--- config.mk ---
export PLATFORM = sky130hd
export DESIGN_NAME = scd_ctrl
export DESIGN_NICKNAME = d
export VERILOG_FILES = /design/src/rtl/scd_pkg.sv /design/src/rtl/scd_timer.sv /design/src/rtl/scd_ref_sched.sv /design/src/rtl/scd_ctrl.sv
export SDC_FILE = /design/constraint.sdc
export NUM_CORES = 1
export LEC_CHECK = 0
export ABC_AREA = 1
export BUFFER_PORTS_ARGS = -buffer_cell sky130_fd_sc_hd__buf_4
export CORE_ASPECT_RATIO = 1.75
export CORE_MARGIN = 10
export CORE_UTILIZATION = 65
export DETAILED_ROUTE_END_ITERATION = 16
export PLACE_DENSITY = 0.86
export SLEW_MARGIN = 25
export SYNTH_ARGS = -nofsm -noshare
export SYNTH_HDL_FRONTEND = slang
export SYNTH_HIERARCHICAL = 1
export SYNTH_SLANG_ARGS = --single-unit
--- constraint.sdc ---
create_clock -name SYS_CLK -period 4.5 [get_ports SYS_CLK]
set_input_delay 0.9 -clock SYS_CLK [delete_from_list [all_inputs] [get_ports SYS_CLK]]
set_output_delay 0.9 -clock SYS_CLK [all_outputs]
set_load 0.1 [all_outputs]
--- src/rtl/scd_pkg.sv ---
/*
 * Shared constants, types and helpers for the static-column DRAM module
 * controller: timing figures in ns, their cycle counts, pin widths,
 * the request carrier and the controller state codes.
 * Assumes a single 100 MHz system clock; all cycle counts but C_MARGIN are derived from it.
 */
// Operation
// - wait 100 us, then eight strobe cycles
// - column strobe high before row falls
// - write strobe held high after read
// - early write setup and hold met
// - read-modify-write only on ninth bit
// - static-column accesses spaced by cycle minimum
// - static-column read-write cycle minimum length
// - row strobe width bounded in static column
// - second write no sooner than row delay
// - column address held after previous write
// - all 512 rows refreshed every 8 ms
// - column strobe precedes row for refresh
package scd_pkg;

	// Clock and conversion helpers
	localparam int unsigned CLK_MHZ = 100;

	// Least time: round up, never below one cycle
	function automatic int unsigned cyc_min(input int unsigned ns);
		int unsigned c;
		c = (ns * CLK_MHZ + 999) / 1000;
		return (c < 1) ? 1 : c;
	endfunction : cyc_min

	// Longest time: round down, never below one cycle
	function automatic int unsigned cyc_max(input int unsigned ns);
		int unsigned c;
		c = (ns * CLK_MHZ) / 1000;
		return (c < 1) ? 1 : c;
	endfunction : cyc_max

	// Pin and word widths
	localparam int unsigned ADDR_W  = 10;  // Multiplexed address pins
	localparam int unsigned DQ_W    = 8;   // Common data pins
	localparam int unsigned WORD_W  = 9;   // Eight data bits plus ninth
	localparam int unsigned LADDR_W = 20;  // Row and column together

	// Start-up and refresh figures
	localparam int unsigned PWRUP_US   = 100;
	localparam int unsigned INIT_CBR   = 8;
	localparam int unsigned REF_MS     = 8;
	localparam int unsigned REF_ROWS   = 512;
	localparam int unsigned RASC_MAX_NS = 100000;

	// Timing figures in ns (fastest grade)
	localparam int unsigned T_RAH_NS     = 12;  // Row address hold
	localparam int unsigned T_RCD_NS     = 25;  // row_to_col_strobe_delay
	localparam int unsigned T_RAC_NS     = 80;  // access_from_row
	localparam int unsigned T_AA_NS      = 45;  // access_from_col_addr
	localparam int unsigned T_RP_NS      = 70;  // Row precharge
	localparam int unsigned T_RASMIN_NS  = 80;  // sc_row_active_width min
	localparam int unsigned T_CSR_NS     = 10;  // Strobe setup for refresh
	localparam int unsigned T_CHR_NS     = 15;  // Strobe hold for refresh
	localparam int unsigned T_WCH_NS     = 15;  // Write hold
	localparam int unsigned T_RWL_NS     = 25;  // Write to row lead
	localparam int unsigned T_WP_NS      = 15;  // Write pulse
	localparam int unsigned T_RSW_NS     = 95;  // row_to_second_write
	localparam int unsigned T_PWH_NS     = 90;  // Address hold after write
	localparam int unsigned T_SC_NS      = 50;  // sc_read_cycle_min

	// Cycle counts
	localparam int unsigned C_RAH    = cyc_min(T_RAH_NS);
	localparam int unsigned C_RCD    = cyc_min(T_RCD_NS);
	localparam int unsigned C_RAC    = cyc_min(T_RAC_NS);
	localparam int unsigned C_AA     = cyc_min(T_AA_NS);
	localparam int unsigned C_RP     = cyc_min(T_RP_NS);
	localparam int unsigned C_RASMIN = cyc_min(T_RASMIN_NS);
	localparam int unsigned C_CSR    = cyc_min(T_CSR_NS);
	localparam int unsigned C_CHR    = cyc_min(T_CHR_NS);
	localparam int unsigned C_WCH    = cyc_min(T_WCH_NS);
	localparam int unsigned C_RWL    = cyc_min(T_RWL_NS);
	localparam int unsigned C_WP     = cyc_min(T_WP_NS);
	localparam int unsigned C_RSW    = cyc_min(T_RSW_NS);
	localparam int unsigned C_PWH    = cyc_min(T_PWH_NS);
	localparam int unsigned C_SC     = cyc_min(T_SC_NS);
	localparam int unsigned C_MARGIN = 16;  // Headroom before row limit

	// Request carrier: ninth bit sits on top of the data byte
	typedef struct packed {
		logic                 write;  // Store rather than fetch
		logic                 rmw;    // Ninth-bit read-modify-write
		logic [LADDR_W-1:0]   addr;   // Row in upper, column in lower
		logic [WORD_W-1:0]    wdata;  // Bit 8 is the ninth bit
	} scd_req_t;

	// Controller states, one-hot
	typedef enum logic [12:0] {
		ST_PWR     = 13'h0001,
		ST_IDLE    = 13'h0002,
		ST_CBR_CS  = 13'h0004,
		ST_CBR_RAS = 13'h0008,
		ST_ROW     = 13'h0010,
		ST_COL     = 13'h0020,
		ST_ACC     = 13'h0040,
		ST_RMW_WE  = 13'h0080,
		ST_OPEN    = 13'h0100,
		ST_SC      = 13'h0200,
		ST_SC_WE   = 13'h0400,
		ST_PRE     = 13'h0800,
		ST_SPARE   = 13'h1000
	} scd_state_t;

	// Row half of a linear address
	function automatic logic [ADDR_W-1:0] row_of(
		input logic [LADDR_W-1:0] a);
		return a[LADDR_W-1:ADDR_W];
	endfunction : row_of

	// Column half of a linear address
	function automatic logic [ADDR_W-1:0] col_of(
		input logic [LADDR_W-1:0] a);
		return a[ADDR_W-1:0];
	endfunction : col_of

endpackage : scd_pkg

--- src/rtl/scd_timer.sv ---
/*
 * Down-counter used to time the strobe setup, hold, pulse and precharge intervals of the controller.
 * Assumes the caller loads a cycle count and waits for done.
 */
`timescale 1ns/1ps
module scd_timer #(
	parameter int unsigned W        = 16,  // Counter width
	parameter int unsigned INIT_VAL = 1    // Count running out of reset
) (
	input  wire logic         clk,    // System clock
	input  wire logic         rst_n,  // Asynchronous reset, active low
	input  wire logic         load,   // Start a new interval
	input  wire logic [W-1:0] value,  // Interval length in cycles
	output logic              done    // Interval has expired
);
	import scd_pkg::*;

	logic [W-1:0] cnt_q;  // Cycles left
	logic [W-1:0] cnt_d;  // Next count

	// Reload or count down, stopping at zero
	always_comb
	begin
		cnt_d = cnt_q;
		if (load)
			cnt_d = value;
		else if (cnt_q != '0)
			cnt_d = cnt_q - 1'b1;
	end

	// Register the count; reset starts the power-up interval
	always_ff @(posedge clk or negedge rst_n)
	begin
		if (!rst_n)
			cnt_q <= W'(INIT_VAL);
		else
			cnt_q <= cnt_d;
	end

	assign done = (cnt_q == '0);
endmodule : scd_timer

--- src/rtl/scd_ref_sched.sv ---
/*
 * Refresh scheduler: a divider emits one tick per row interval and a
 * sticky flag holds the refresh debt until the controller pays it.
 * Assumes one refresh is always served within one interval.
 */
`timescale 1ns/1ps
module scd_ref_sched #(
	parameter int unsigned INTERVAL = 1562  // Cycles between refreshes
) (
	input  wire logic clk,    // System clock
	input  wire logic rst_n,  // Asynchronous reset, active low
	input  wire logic en,     // Scheduling allowed
	input  wire logic ack,    // A refresh cycle was issued
	output logic      due     // A refresh is owed
);
	import scd_pkg::*;

	logic [23:0] div_q;  // Interval divider
	logic [23:0] div_d;  // Next divider value
	logic        tick;   // One-cycle pulse per interval
	logic        due_q;  // Debt flag
	logic        due_d;  // Next debt flag

	// Divider and debt flag; a tick in the ack cycle is kept
	always_comb
	begin
		tick  = en && (div_q == 24'(INTERVAL - 1));
		div_d = (!en || tick) ? 24'h000000 : div_q + 24'h000001;
		due_d = tick || (due_q && !ack);
	end

	// Register divider and flag
	always_ff @(posedge clk or negedge rst_n)
	begin
		if (!rst_n)
		begin
			div_q <= 24'h000000;
			due_q <= 1'b0;
		end
		else
		begin
			div_q <= div_d;
			due_q <= due_d;
		end
	end

	assign due = due_q;
endmodule : scd_ref_sched

--- src/rtl/scd_ctrl.sv ---
/*
 * Host-side controller for a 1M x 9 static-column DRAM module. It takes
 * word requests, runs power-up, refresh, random, static-column and
 * ninth-bit read-modify-write cycles, and drives the module's strobes.
 * Assumes module pins are synchronous to SYS_CLK and that the board
 * resolves the shared data wires from DQ_OE.
 */
`timescale 1ns/1ps
module scd_ctrl
	import scd_pkg::*;
#(
	parameter int unsigned PWRUP_CYC      = PWRUP_US * CLK_MHZ,
	parameter int unsigned REF_PERIOD_CYC = REF_MS * 1000 * CLK_MHZ,
	parameter int unsigned RASC_MAX_CYC   = cyc_max(RASC_MAX_NS)
) (
	input  wire logic                     SYS_CLK,      // System clock
	input  wire logic                     RST_N,        // Reset, low
	input  wire logic                     REQ_VALID,    // Request offered
	output logic                          REQ_READY,    // Request taken
	input  wire scd_pkg::scd_req_t        REQ,          // Request body
	output logic                          RSP_VALID,    // Access done
	output logic [scd_pkg::WORD_W-1:0]    RSP_DATA,     // Read word
	output logic                          INIT_DONE,    // Start-up over
	output logic                          RAS_N,        // Row strobe
	output logic                          CS_N,         // Column strobe
	output logic                          NINTH_BIT_STROBE_N, // Bit 9
	output logic                          WE_N,         // Write strobe
	output logic [scd_pkg::ADDR_W-1:0]    ADDR,         // Mux address
	input  wire logic [scd_pkg::DQ_W-1:0] DQ_I,         // Data from pins
	output logic [scd_pkg::DQ_W-1:0]      DQ_O,         // Data to pins
	output logic                          DQ_OE,        // Drive data
	output logic                          D9_TO_MEM,    // Ninth bit in
	input  wire logic                     D9_FROM_MEM   // Ninth bit out
);
	import scd_pkg::*;

	// Parameters the counters cannot hold are refused
	if (PWRUP_CYC < 2 || PWRUP_CYC > 65535 ||
		RASC_MAX_CYC > 65535 || RASC_MAX_CYC <= C_MARGIN + C_RASMIN ||
		REF_PERIOD_CYC / REF_ROWS < 64)
	begin : g_bad_param
		$error("scd_ctrl: timing parameter out of range");
	end

	localparam int unsigned REF_INT = REF_PERIOD_CYC / REF_ROWS;
	localparam logic [15:0] RASC_LIM = 16'(RASC_MAX_CYC - C_MARGIN);

	scd_state_t          st_q, st_d;         // Controller state
	scd_req_t            req_q, req_d;       // Request in service
	logic [ADDR_W-1:0]   row_q, row_d;       // Row held open
	logic [ADDR_W-1:0]   addr_q, addr_d;     // Address pins
	logic                ras_q, ras_d;       // Row strobe pin
	logic                cs_q, cs_d;         // Column strobe pin
	logic                s9_q, s9_d;         // Ninth strobe pin
	logic                we_q, we_d;         // Write strobe pin
	logic                oe_q, oe_d;         // Data drive enable
	logic [DQ_W-1:0]     dqo_q, dqo_d;       // Data driven
	logic                d9_q, d9_d;         // Ninth bit driven
	logic                rspv_q, rspv_d;     // Completion pulse
	logic [WORD_W-1:0]   rsp_q, rsp_d;       // Captured word
	logic [3:0]          icnt_q, icnt_d;     // Start-up refreshes done
	logic                idone_q, idone_d;   // Start-up finished
	logic [15:0]         age_q, age_d;       // Cycles since row fell
	logic [3:0]          pwh_q, pwh_d;       // Cycles since write fell
	logic                t_load;             // Timer reload
	logic [15:0]         t_val;              // Timer reload value
	logic                t_done;             // Timer expired
	logic                ref_due;            // Refresh owed
	logic                ref_ack;            // Refresh issued
	logic                sc_hit;             // Request fits open row
	logic                pwh_ok;             // Column may move again
	logic                must_close;         // Open row has to end

	// Interval timer, starting with the power-up wait
	scd_timer #(
		.W        (16),
		.INIT_VAL (PWRUP_CYC)
	) u_timer (
		.clk   (SYS_CLK),
		.rst_n (RST_N),
		.load  (t_load),
		.value (t_val),
		.done  (t_done)
	);

	// Refresh debt, only counted once start-up is over
	scd_ref_sched #(
		.INTERVAL (REF_INT)
	) u_ref (
		.clk   (SYS_CLK),
		.rst_n (RST_N),
		.en    (idone_q),
		.ack   (ref_ack),
		.due   (ref_due)
	);

	// Static-column eligibility; moving the column too early after a
	// write would corrupt it, so writes hold the port a while
	always_comb
	begin
		pwh_ok     = (pwh_q >= 4'(C_PWH));
		must_close = ref_due || (age_q >= RASC_LIM);
		sc_hit     = (row_of(REQ.addr) == row_q) && !REQ.rmw;
		REQ_READY  = ((st_q == ST_IDLE) && idone_q && !ref_due) ||
			((st_q == ST_OPEN) && sc_hit && pwh_ok && !must_close);
	end

	// Next-state logic for the sequencer and every pin
	always_comb
	begin
		st_d    = st_q;
		req_d   = req_q;
		row_d   = row_q;
		addr_d  = addr_q;
		ras_d   = ras_q;
		cs_d    = cs_q;
		s9_d    = s9_q;
		we_d    = we_q;
		oe_d    = oe_q;
		dqo_d   = dqo_q;
		d9_d    = d9_q;
		rspv_d  = 1'b0;
		rsp_d   = rsp_q;
		icnt_d  = icnt_q;
		idone_d = idone_q;
		t_load  = 1'b0;
		t_val   = 16'h0000;
		ref_ack = 1'b0;
		case (st_q)
			// Power-up pause runs from reset
			ST_PWR:
				if (t_done)
					st_d = ST_IDLE;
			// Refresh first, then new rows
			ST_IDLE:
				if (!idone_q || ref_due)
				begin
					cs_d   = 1'b0;
					s9_d   = 1'b0;
					we_d   = 1'b1;
					t_load = 1'b1;
					t_val  = 16'(C_CSR);
					st_d   = ST_CBR_CS;
				end
				else if (REQ_VALID)
				begin
					req_d  = REQ;
					row_d  = row_of(REQ.addr);
					addr_d = row_of(REQ.addr);  // Setup before row fall
					st_d   = ST_ROW;
				end
			// Strobe leads row for refresh; internal counter walks rows
			ST_CBR_CS:
				if (t_done)
				begin
					ras_d  = 1'b0;
					t_load = 1'b1;
					t_val  = 16'(C_CHR);
					st_d   = ST_CBR_RAS;
				end
			ST_CBR_RAS:
			begin
				if (t_done && !cs_q)
				begin
					cs_d = 1'b1;
					s9_d = 1'b1;
				end
				if (cs_q && age_q >= 16'(C_RASMIN))
				begin
					ras_d   = 1'b1;
					ref_ack = idone_q;
					icnt_d  = icnt_q + 4'h1;
					if (icnt_q == 4'(INIT_CBR - 1))
						idone_d = 1'b1;
					t_load  = 1'b1;
					t_val   = 16'(C_RP);
					st_d    = ST_PRE;
				end
			end
			// Row address latched on row strobe
			ST_ROW:
			begin
				ras_d  = 1'b0;
				t_load = 1'b1;
				t_val  = 16'(C_RAH);
				st_d   = ST_COL;
			end
			// Column address; early write sets up data and write
			ST_COL:
				if (t_done)
				begin
					addr_d = col_of(req_q.addr);
					if (req_q.write && !req_q.rmw)
					begin
						we_d  = 1'b0;
						oe_d  = 1'b1;
						dqo_d = req_q.wdata[DQ_W-1:0];
						d9_d  = req_q.wdata[WORD_W-1];
					end
					t_load = 1'b1;
					t_val  = 16'(C_RCD - C_RAH);
					st_d   = ST_ACC;
				end
			// Column strobe, then access or write completion
			ST_ACC:
				if (s9_q)
				begin
					if (t_done)
					begin
						cs_d   = req_q.rmw;
						s9_d   = 1'b0;
						t_load = 1'b1;
						t_val  = 16'(C_WCH);
					end
				end
				else if (req_q.write && !req_q.rmw)
				begin
					if (t_done)
					begin
						we_d   = 1'b1;
						oe_d   = 1'b0;
						rspv_d = 1'b1;
						st_d   = ST_OPEN;
					end
				end
				else if (age_q >= 16'(C_RAC + 1))
				begin
					// Data chips sit out a ninth-bit rmw: byte reads 0
					rsp_d  = {D9_FROM_MEM, DQ_I & {DQ_W{!req_q.rmw}}};
					rspv_d = !req_q.rmw;
					if (req_q.rmw)
					begin
						we_d   = 1'b0;
						d9_d   = req_q.wdata[WORD_W-1];
						t_load = 1'b1;
						t_val  = 16'(C_RWL);
						st_d   = ST_RMW_WE;
					end
					else
						st_d = ST_OPEN;
				end
			// Delayed write on the ninth bit, then close the row
			ST_RMW_WE:
				if (t_done)
				begin
					rspv_d = 1'b1;
					ras_d  = 1'b1;
					cs_d   = 1'b1;
					s9_d   = 1'b1;
					we_d   = 1'b1;
					t_load = 1'b1;
					t_val  = 16'(C_RP);
					st_d   = ST_PRE;
				end
			// Row open with strobes low; column moves alone
			ST_OPEN:
				if (REQ_VALID && REQ_READY)
				begin
					req_d  = REQ;
					addr_d = col_of(REQ.addr);
					if (REQ.write)
					begin
						dqo_d = REQ.wdata[DQ_W-1:0];
						d9_d  = REQ.wdata[WORD_W-1];
					end
					t_load = 1'b1;
					t_val  = REQ.write ? 16'h0001 : 16'(C_AA + 1);
					st_d   = ST_SC;
				end
				else if ((must_close || (REQ_VALID && !sc_hit)) &&
					age_q >= 16'(C_RASMIN))
				begin
					ras_d  = 1'b1;
					cs_d   = 1'b1;
					s9_d   = 1'b1;
					we_d   = 1'b1;
					oe_d   = 1'b0;
					t_load = 1'b1;
					t_val  = 16'(C_RP);
					st_d   = ST_PRE;
				end
			// Static-column access; reads last a full cycle minimum
			ST_SC:
				if (!req_q.write)
				begin
					if (t_done)
					begin
						rsp_d  = {D9_FROM_MEM, DQ_I};
						rspv_d = 1'b1;
						st_d   = ST_OPEN;
					end
				end
				else if (t_done && age_q >= 16'(C_RSW))
				begin
					we_d   = 1'b0;
					oe_d   = 1'b1;  // Drive only once outputs turn off
					t_load = 1'b1;
					t_val  = 16'(C_WP);
					st_d   = ST_SC_WE;
				end
			// Write pulse, then release the data pins
			ST_SC_WE:
				if (t_done)
				begin
					we_d   = 1'b1;
					oe_d   = 1'b0;
					rspv_d = 1'b1;
					st_d   = ST_OPEN;
				end
			// Precharge keeps column strobe high before next row
			ST_PRE:
				if (t_done)
					st_d = ST_IDLE;
			default:
				st_d = ST_IDLE;
		endcase
	end

	// Row age and time since the last write fall, both saturating
	always_comb
	begin
		age_d = ras_q ? 16'h0000 :
			((age_q == 16'hffff) ? age_q : age_q + 16'h0001);
		if (we_q && !we_d)
			pwh_d = 4'h0;
		else
			pwh_d = (pwh_q >= 4'(C_PWH)) ? pwh_q : pwh_q + 4'h1;
	end

	// Register all state; strobes idle high out of reset
	always_ff @(posedge SYS_CLK or negedge RST_N)
	begin
		if (!RST_N)
		begin
			st_q    <= ST_PWR;
			req_q   <= '0;
			row_q   <= '0;
			addr_q  <= '0;
			ras_q   <= 1'b1;
			cs_q    <= 1'b1;
			s9_q    <= 1'b1;
			we_q    <= 1'b1;
			oe_q    <= 1'b0;
			dqo_q   <= '0;
			d9_q    <= 1'b0;
			rspv_q  <= 1'b0;
			rsp_q   <= '0;
			icnt_q  <= 4'h0;
			idone_q <= 1'b0;
			age_q   <= 16'h0000;
			pwh_q   <= 4'(C_PWH);
		end
		else
		begin
			st_q    <= st_d;
			req_q   <= req_d;
			row_q   <= row_d;
			addr_q  <= addr_d;
			ras_q   <= ras_d;
			cs_q    <= cs_d;
			s9_q    <= s9_d;
			we_q    <= we_d;
			oe_q    <= oe_d;
			dqo_q   <= dqo_d;
			d9_q    <= d9_d;
			rspv_q  <= rspv_d;
			rsp_q   <= rsp_d;
			icnt_q  <= icnt_d;
			idone_q <= idone_d;
			age_q   <= age_d;
			pwh_q   <= pwh_d;
		end
	end

	// Pins straight from flip-flops
	assign RAS_N              = ras_q;
	assign CS_N               = cs_q;
	assign NINTH_BIT_STROBE_N = s9_q;
	assign WE_N               = we_q;
	assign ADDR               = addr_q;
	assign DQ_O               = dqo_q;
	assign DQ_OE              = oe_q;
	assign D9_TO_MEM          = d9_q;
	assign RSP_VALID          = rspv_q;
	assign RSP_DATA           = rsp_q;
	assign INIT_DONE          = idone_q;
endmodule : scd_ctrl

==> Word-level counts from Yosys, hierarchy flattened <==
Cells that the tools add are included.
{ "totals": {"ff_bits": 144, "input_bits": 43, "out_inout_bits": 36} }
{ "classes": {"addsub": 5, "n_lt_le_gt_ge": 5, "eq_ne": 47, "n_mux": 124, "bitwise_logic": 2, "n_reduce_logical": 58} }
{ "op_table": {"columns": ["cell", "count"], "rows": [
  ["$mux W13", 15],
  ["$pmux W16 S9", 1],
  ["$pmux W13 S11", 1],
  ["$mux W31", 3],
  ["$mux W16", 5],
  ["$pmux W31 S2", 1],
  ["$mux W1", 59],
  ["$mux W9", 6],
  ["$ge A16 B4 Y1 const B", 3],
  ["$ne A2 B2 Y1 const B", 22],
  ["$mux W10", 4],
  ["$mux W8", 4],
  ["$pmux W10 S3", 1],
  ["$add A24 B1 Y24 const B", 1],
  ["$eq A24 B11 Y1 const B", 1],
  ["$mux W24", 1],
  ["$pmux W1 S5", 4],
  ["$pmux W9 S2", 1],
  ["$reduce_and A6 Y1", 3],
  ["$reduce_and A9 Y1", 2],
  ["$add A16 B1 Y16 const B", 1],
  ["$eq A16 B16 Y1 const B", 1],
  ["$ge A16 B14 Y1 const B", 1],
  ["$logic_and A1 B1 Y1", 16],
  ["other kinds (45)", 84]
]} }

==> Longest topological paths before layout <==
{ "depth": {"word_depth": 12, "mapped_depth": 19, "ltp_nobuf": 18} }

==> By module <==
Netlist, hierarchy kept.
{ "by_module_without_submodules": {"columns": ["module", "n_inst", "cells_per_inst", "area_per_inst_um2", "seq_area_each_um2"], "rows": [
  ["scd_ctrl", 1, 788, 5919.4, 2586.2],
  ["scd_ref_sched", 1, 228, 1602.8, 625.6],
  ["scd_timer", 1, 168, 1139.8, 406.6]
]} }

==> Least setup slack after synthesis <==
OpenSTA, ideal clock, no wires.
{ "synth_path": {"path_kind": "reg-to-reg", "start": "register idone_q, in the netlist INIT_DONE", "end": "register u_timer.cnt_q[12]", "setup_ns": 0.115, "arrival_time_ns": 2.803, "required_time_ns": 4.385, "slack_ns": 1.582, "path_stages_with_launch": 14, "path_cell_list": "dfrtp_1 > inv_1 > nor2_1 > nand2_2 > nand2_2 > nand2_4 > buf_6 > a21oi_4 > inv_2 > nand2_1 > inv_1 > or2_2 > nand2_1 > nor2_1"} }
{ "synth_via": {"elab_chain_len": 7, "word_cells_on_any_way": 11, "classes_between": "mux (4); reduce/logical (7)"} }
{ "synth_rtl": {"columns": ["element", "line_no", "source"], "rows": [
  ["start: declaration", "scd_ctrl.sv:62", "logic idone_q, idone_d;"],
  ["start signal: assignment", "scd_ctrl.sv:369", "idone_q <= idone_d;"],
  ["$logic_and A1 B1 Y1 (*) (2 in series)", "scd_ctrl.sv:104", "REQ_READY = ((st_q == ST_IDLE) && idone_q && !ref_due) ||"],
  ["$logic_or A1 B1 Y1 (*)", "scd_ctrl.sv:104", null],
  ["via REQ_READY", "scd_ctrl.sv:19", "output logic REQ_READY,"],
  ["$logic_and A1 B1 Y1 (*)", "scd_ctrl.sv:257", "if (REQ_VALID && REQ_READY)"],
  ["$mux W1 (*)", "scd_ctrl.sv:257", null],
  ["$pmux W1 S7 (*)", "scd_ctrl.sv:129", "case (st_q)"],
  ["via t_load", "scd_ctrl.sv:65", "logic t_load;"],
  ["$mux W16 / $reduce_bool A2 Y1 (equally long branches)", null, null],
  ["end signal: assignment", "scd_timer.sv:35", "cnt_q <= W'(INIT_VAL);"],
  ["end signal: assignment", "scd_timer.sv:37", "cnt_q <= cnt_d;"],
  ["end: declaration", "scd_timer.sv:18", "logic [W-1:0] cnt_q;"]
]} }
The timed path passes the listed nets; every way through them passes the cells marked *.
A chain may end at the register's enable or synchronous reset.

==> Worst setup path after layout <==
{ "layout_path": {"start": "register pwh_q[0]", "end": "register u_timer.cnt_q[12]"} }
{ "layout_via": {"elab_chain_len": 8, "word_cells_on_any_way": 9, "classes_between": "order compare (1); mux (3); reduce/logical (5)"} }
{ "layout_rtl": {"columns": ["element", "line_no", "source"], "rows": [
  ["start: declaration", "scd_ctrl.sv:64", "logic [3:0] pwh_q, pwh_d;"],
  ["start signal: assignment", "scd_ctrl.sv:351", "pwh_q <= 4'(C_PWH);"],
  ["start signal: assignment", "scd_ctrl.sv:371", "pwh_q <= pwh_d;"],
  ["$ge A4 B4 Y1 (*)", "scd_ctrl.sv:101", "pwh_ok = (pwh_q >= 4'(C_PWH));"],
  ["$logic_and A1 B1 Y1 (*) (2 in series)", "scd_ctrl.sv:105", "((st_q == ST_OPEN) && sc_hit && pwh_ok && !must_close);"],
  ["$logic_or A1 B1 Y1 (*)", "scd_ctrl.sv:104", null],
  ["$logic_and A1 B1 Y1 (*)", "scd_ctrl.sv:257", null],
  ["$mux W1 (*)", "scd_ctrl.sv:257", null],
  ["$pmux W1 S7 (*)", "scd_ctrl.sv:129", null],
  ["via t_load", "scd_ctrl.sv:65", null],
  ["$mux W16 / $reduce_bool A2 Y1 (equally long branches)", null, null]
]} }
Marks and branches as above.

==> flow_metrics.tcl <==
set metrics [dict create \
    outcome "complete, no violations" \
    antenna_found_initial 0 \
    cts-buffers-inserted 17 \
    ys_seq_area_share_pct 41.8 \
    rsz0062_at_grt "no" \
    fmax_mhz 300 \
    chipWidth_um 107 \
    post_cts_resize_count 0 \
    finish.net_count 1329 \
    ir_worst_vdd_v 0.000254 \
    holdWs_ps 484 \
    synth-edff-count 0 \
    yosysWarnings 6 \
    grt_usage_pct 24.8 \
    hold_viol 0 \
    grt_max_degree 99 \
    cts_tree "done" \
    min_path_cells 2 \
    nFillCells 996 \
    grt_pass1_wl_um 37700 \
    die_y_um 173 \
    ios 79 \
    ys_ff_latch 144 \
    die_area_um2 18500 \
    first_global_vias 8226 \
    cp_num_buf_inv 4 \
    worstMarginPinSlew_ps 878 \
    min_path_type "reg2reg" \
    avgViaCountPerCell 5.49 \
    met3_usage_pct 4.99 \
    clock-sinks 144 \
    drt_first_pass_iters 5 \
    critical-path-slowest-cell "dfstp_2" \
    cp-startpoint "pwh_q[0]$_DFFE_PN1P_" \
    clock_latency_ps 420 \
    slew_headroom_pct 41.5 \
    crit_chain "inv_1 -> ha_1 -> a21oi_1 -> nand3_1 -> nor2_1 -> nand3_1 -> nand2_2 -> nand2_4 -> a21oi_4 -> inv_2 -> nand2_1 -> buf_4 -> inv_1 -> or2_2 -> nand2_1 -> nor2_1" \
    drc 0 \
    setup_viol 0 \
    wl_per_cell_um 15.6 \
    drv_cap 0 \
    clockRootBuffer "clkbuf_16" \
    synth.distinct_cells 49 \
    grt_use_met2_pct 44.7 \
    layout-drive-gt1-share_pct 16.3 \
    ys.flop_type "dfrtp_1" \
    seq_area_um2 3620 \
    start_util_pct 66.6 \
    syn_to_final_growth_pct 16.3 \
    worstPathRequired_ps 4810 \
    multi_input_area_um2 4280 \
    tns_ps 0 \
    finalClockSkew_ps 13.4 \
    path_clk_slew_ps 60 \
    powerDensity_nw_per_um2 424 \
    grt_overflow 0 \
    ys_async_sr_fraction_pct 100 \
    placedCellCount 1428 \
    post_cts_buffers 0 \
    vias 8015 \
    diodes 0 \
    p_leak_nw 5.14 \
    syn-cell-area_um2 8660 \
    worstPathMaxFanout 40 \
    grtUsageMet1_pct 25.0 \
    cpPeakStageDelay_ps 560 \
    gp_congestion 0.995 \
    period_minus_slack_ps 3340 \
    synth_cells 1184 \
    ctsHoldBuffers 0 \
    path_depth 16 \
    syn_avg_cell_area_um2 7.32 \
    r2r-start "pwh_q[0]$_DFFE_PN1P_" \
    maxSlewViolCount 0 \
    drt-total-wl_um 22700 \
    core_um2 13000 \
    crit_family "simple AND/OR/NAND/NOR gates" \
    critPathCapture "u_timer/cnt_q[12]$_DFFE_PN0P_" \
    period_share_pct 74.2 \
    post-dp-hpwl_um 16900 \
    path_class "reg2reg" \
    clockBufferDepth 2 \
    crit_path_end_kind "flip-flop" \
    worstReg2RegEnd "u_timer/cnt_q[12]$_DFFE_PN0P_" \
    gr-max-usage-layer "met2" \
    htreeDepth 4 \
    cp-start-kind "flip-flop" \
    drt_iter0_markers 608 \
    placementRows 55 \
    r2r_slack_ps 1160 \
    stdcell_count 1460 \
    r2r_cells 16 \
    numPortBuffers 78 \
    ant_nets 0 \
    worst_ep_arrival_time_ps 3650 \
]
[final cells by class]
class,count,area share [%]
Clock inverter,11,1.78
Tap cell,171,2.12
Multi-Input combinational cell,850,42.5
Clock buffer,21,4.67
Inverter,182,6.83
Sequential cell,144,35.9
Timing Repair Buffer,81,6.20
[cell families after synthesis]
kind of cell | Yosys count | share of synthesized area, %
AO/OA/AOI/OAI | 163 | 10.9
XOR/XNOR | 23 | 2.33
adder cells (fa/ha/maj) | 10 | 1.44
buffers and inverters | 203 | 9.42
flip-flops | 144 | 41.8
multiplexers | 2 | 0.260
other | 1 | 0.0433
AND/OR/NAND/NOR | 638 | 33.8
[sequential cells by signal, summed over array words and instances, names as in the netlist, 4 cells and up]
name,cells
ADDR,10
DQ_O,8
RSP_DATA,9
age_q,16
icnt_q,4
pwh_q,4
req_q,21
row_q,10
st_q,13
u_ref/div_q,24
u_timer/cnt_q,16
[worst register-to-register path, cell delays in order, from the launching register on]
cell and delay (ps):
dfstp_2 560, inv_1 70, ha_1 190, a21oi_1 260, nand3_1 170, nor2_1 180, nand3_1 110, nand2_2 100
nand2_4 290, a21oi_4 290, inv_2 50, nand2_1 60, buf_4 220, inv_1 230, or2_2 330, nand2_1 70
nor2_1 40
[placed cells by master (no fill, tap or decap), drive strengths merged]
cell / n
buf: 81
o21bai: 6
o21ai: 113
or2: 1
o2111ai: 2
bufinv: 4
nor3: 16
dfstp: 12
nor2: 159
a21oi: 21
a31oi: 3
nand3b: 8
a221oi: 3
dfrtp: 132
nand4: 19
clkinvlp: 2
xor2: 13
nand2: 365
conb: 14
a211oi: 2
clkinv: 6
xnor2: 10
ha: 10
nand3: 69
clkbuf: 21
a2111oi: 1
mux2: 2
o31ai: 2
o221ai: 7
nor3b: 1
inv: 181
o22ai: 2
a31o: 1
[power breakdown]
group	switching (mW)	leakage, nW	total [mW]	internal [mW]
clock network	0.564	0.310	1.54	0.978
registers	0.147	1.80	1.62	1.48
logic	0.750	3.03	1.10	0.350
total	1.46	5.14	4.27	2.80
[synthesized netlist by cell type, drive strengths merged, types with 12 or more instances]
| master | n | area, um^2 |
|---|---|---|
| nand2 | 365 | 1480 |
| inv | 180 | 676 |
| nor2 | 159 | 761 |
| dfrtp | 132 | 3300 |
| o21ai | 113 | 596 |
| nand3 | 69 | 400 |
| a21oi | 21 | 120 |
| nand4 | 19 | 140 |
| buf | 17 | 113 |
| nor3 | 16 | 80.1 |
| xor2 | 13 | 114 |
| dfstp | 12 | 315 |
[per-stage QoR]
| stage | utilization (%) | instance area (um^2) | worst slack, ps | power, mW |
|---|---|---|---|---|
| 2_1_floorplan | - | 8710 | 1580 | 2.44 |
| 3_3_place_gp | 72.4 | 9420 | 1230 | 2.69 |
| 3_5_place_dp | 72.4 | 9420 | 1130 | 2.72 |
| 4_1_cts | 77.4 | 10100 | 1160 | 4.26 |
| 5_1_grt | 77.4 | 10100 | 902 | 4.47 |
| 6_report | 77.4 | 10100 | 1160 | 4.27 |
[worst min path at each step]
stage,start,end,slack (ps)
finish,DQ_O[0]$_DFFE_PN0P_,DQ_O[0]$_DFFE_PN0P_,480
global route,DQ_O[4]$_DFFE_PN0P_,DQ_O[4]$_DFFE_PN0P_,510
CTS,st_q[0]$_DFFE_PN1P_,st_q[0]$_DFFE_PN1P_,490
detailed placement,DQ_O[2]$_DFFE_PN0P_,DQ_O[2]$_DFFE_PN0P_,470
global placement,req_q[11]$_DFFE_PN0P_,req_q[11]$_DFFE_PN0P_,460
floorplan,icnt_q[3]$_DFFE_PN0P_,icnt_q[3]$_DFFE_PN0P_,450
[metal layers]
metal	share of wire (%)	vias to the layer above
li1	-	3906
met1	35	3751
met2	54	259
met3	4.9	99
met4	5.8	0
met5	0	-
Power figures use the tool's default switching activity.
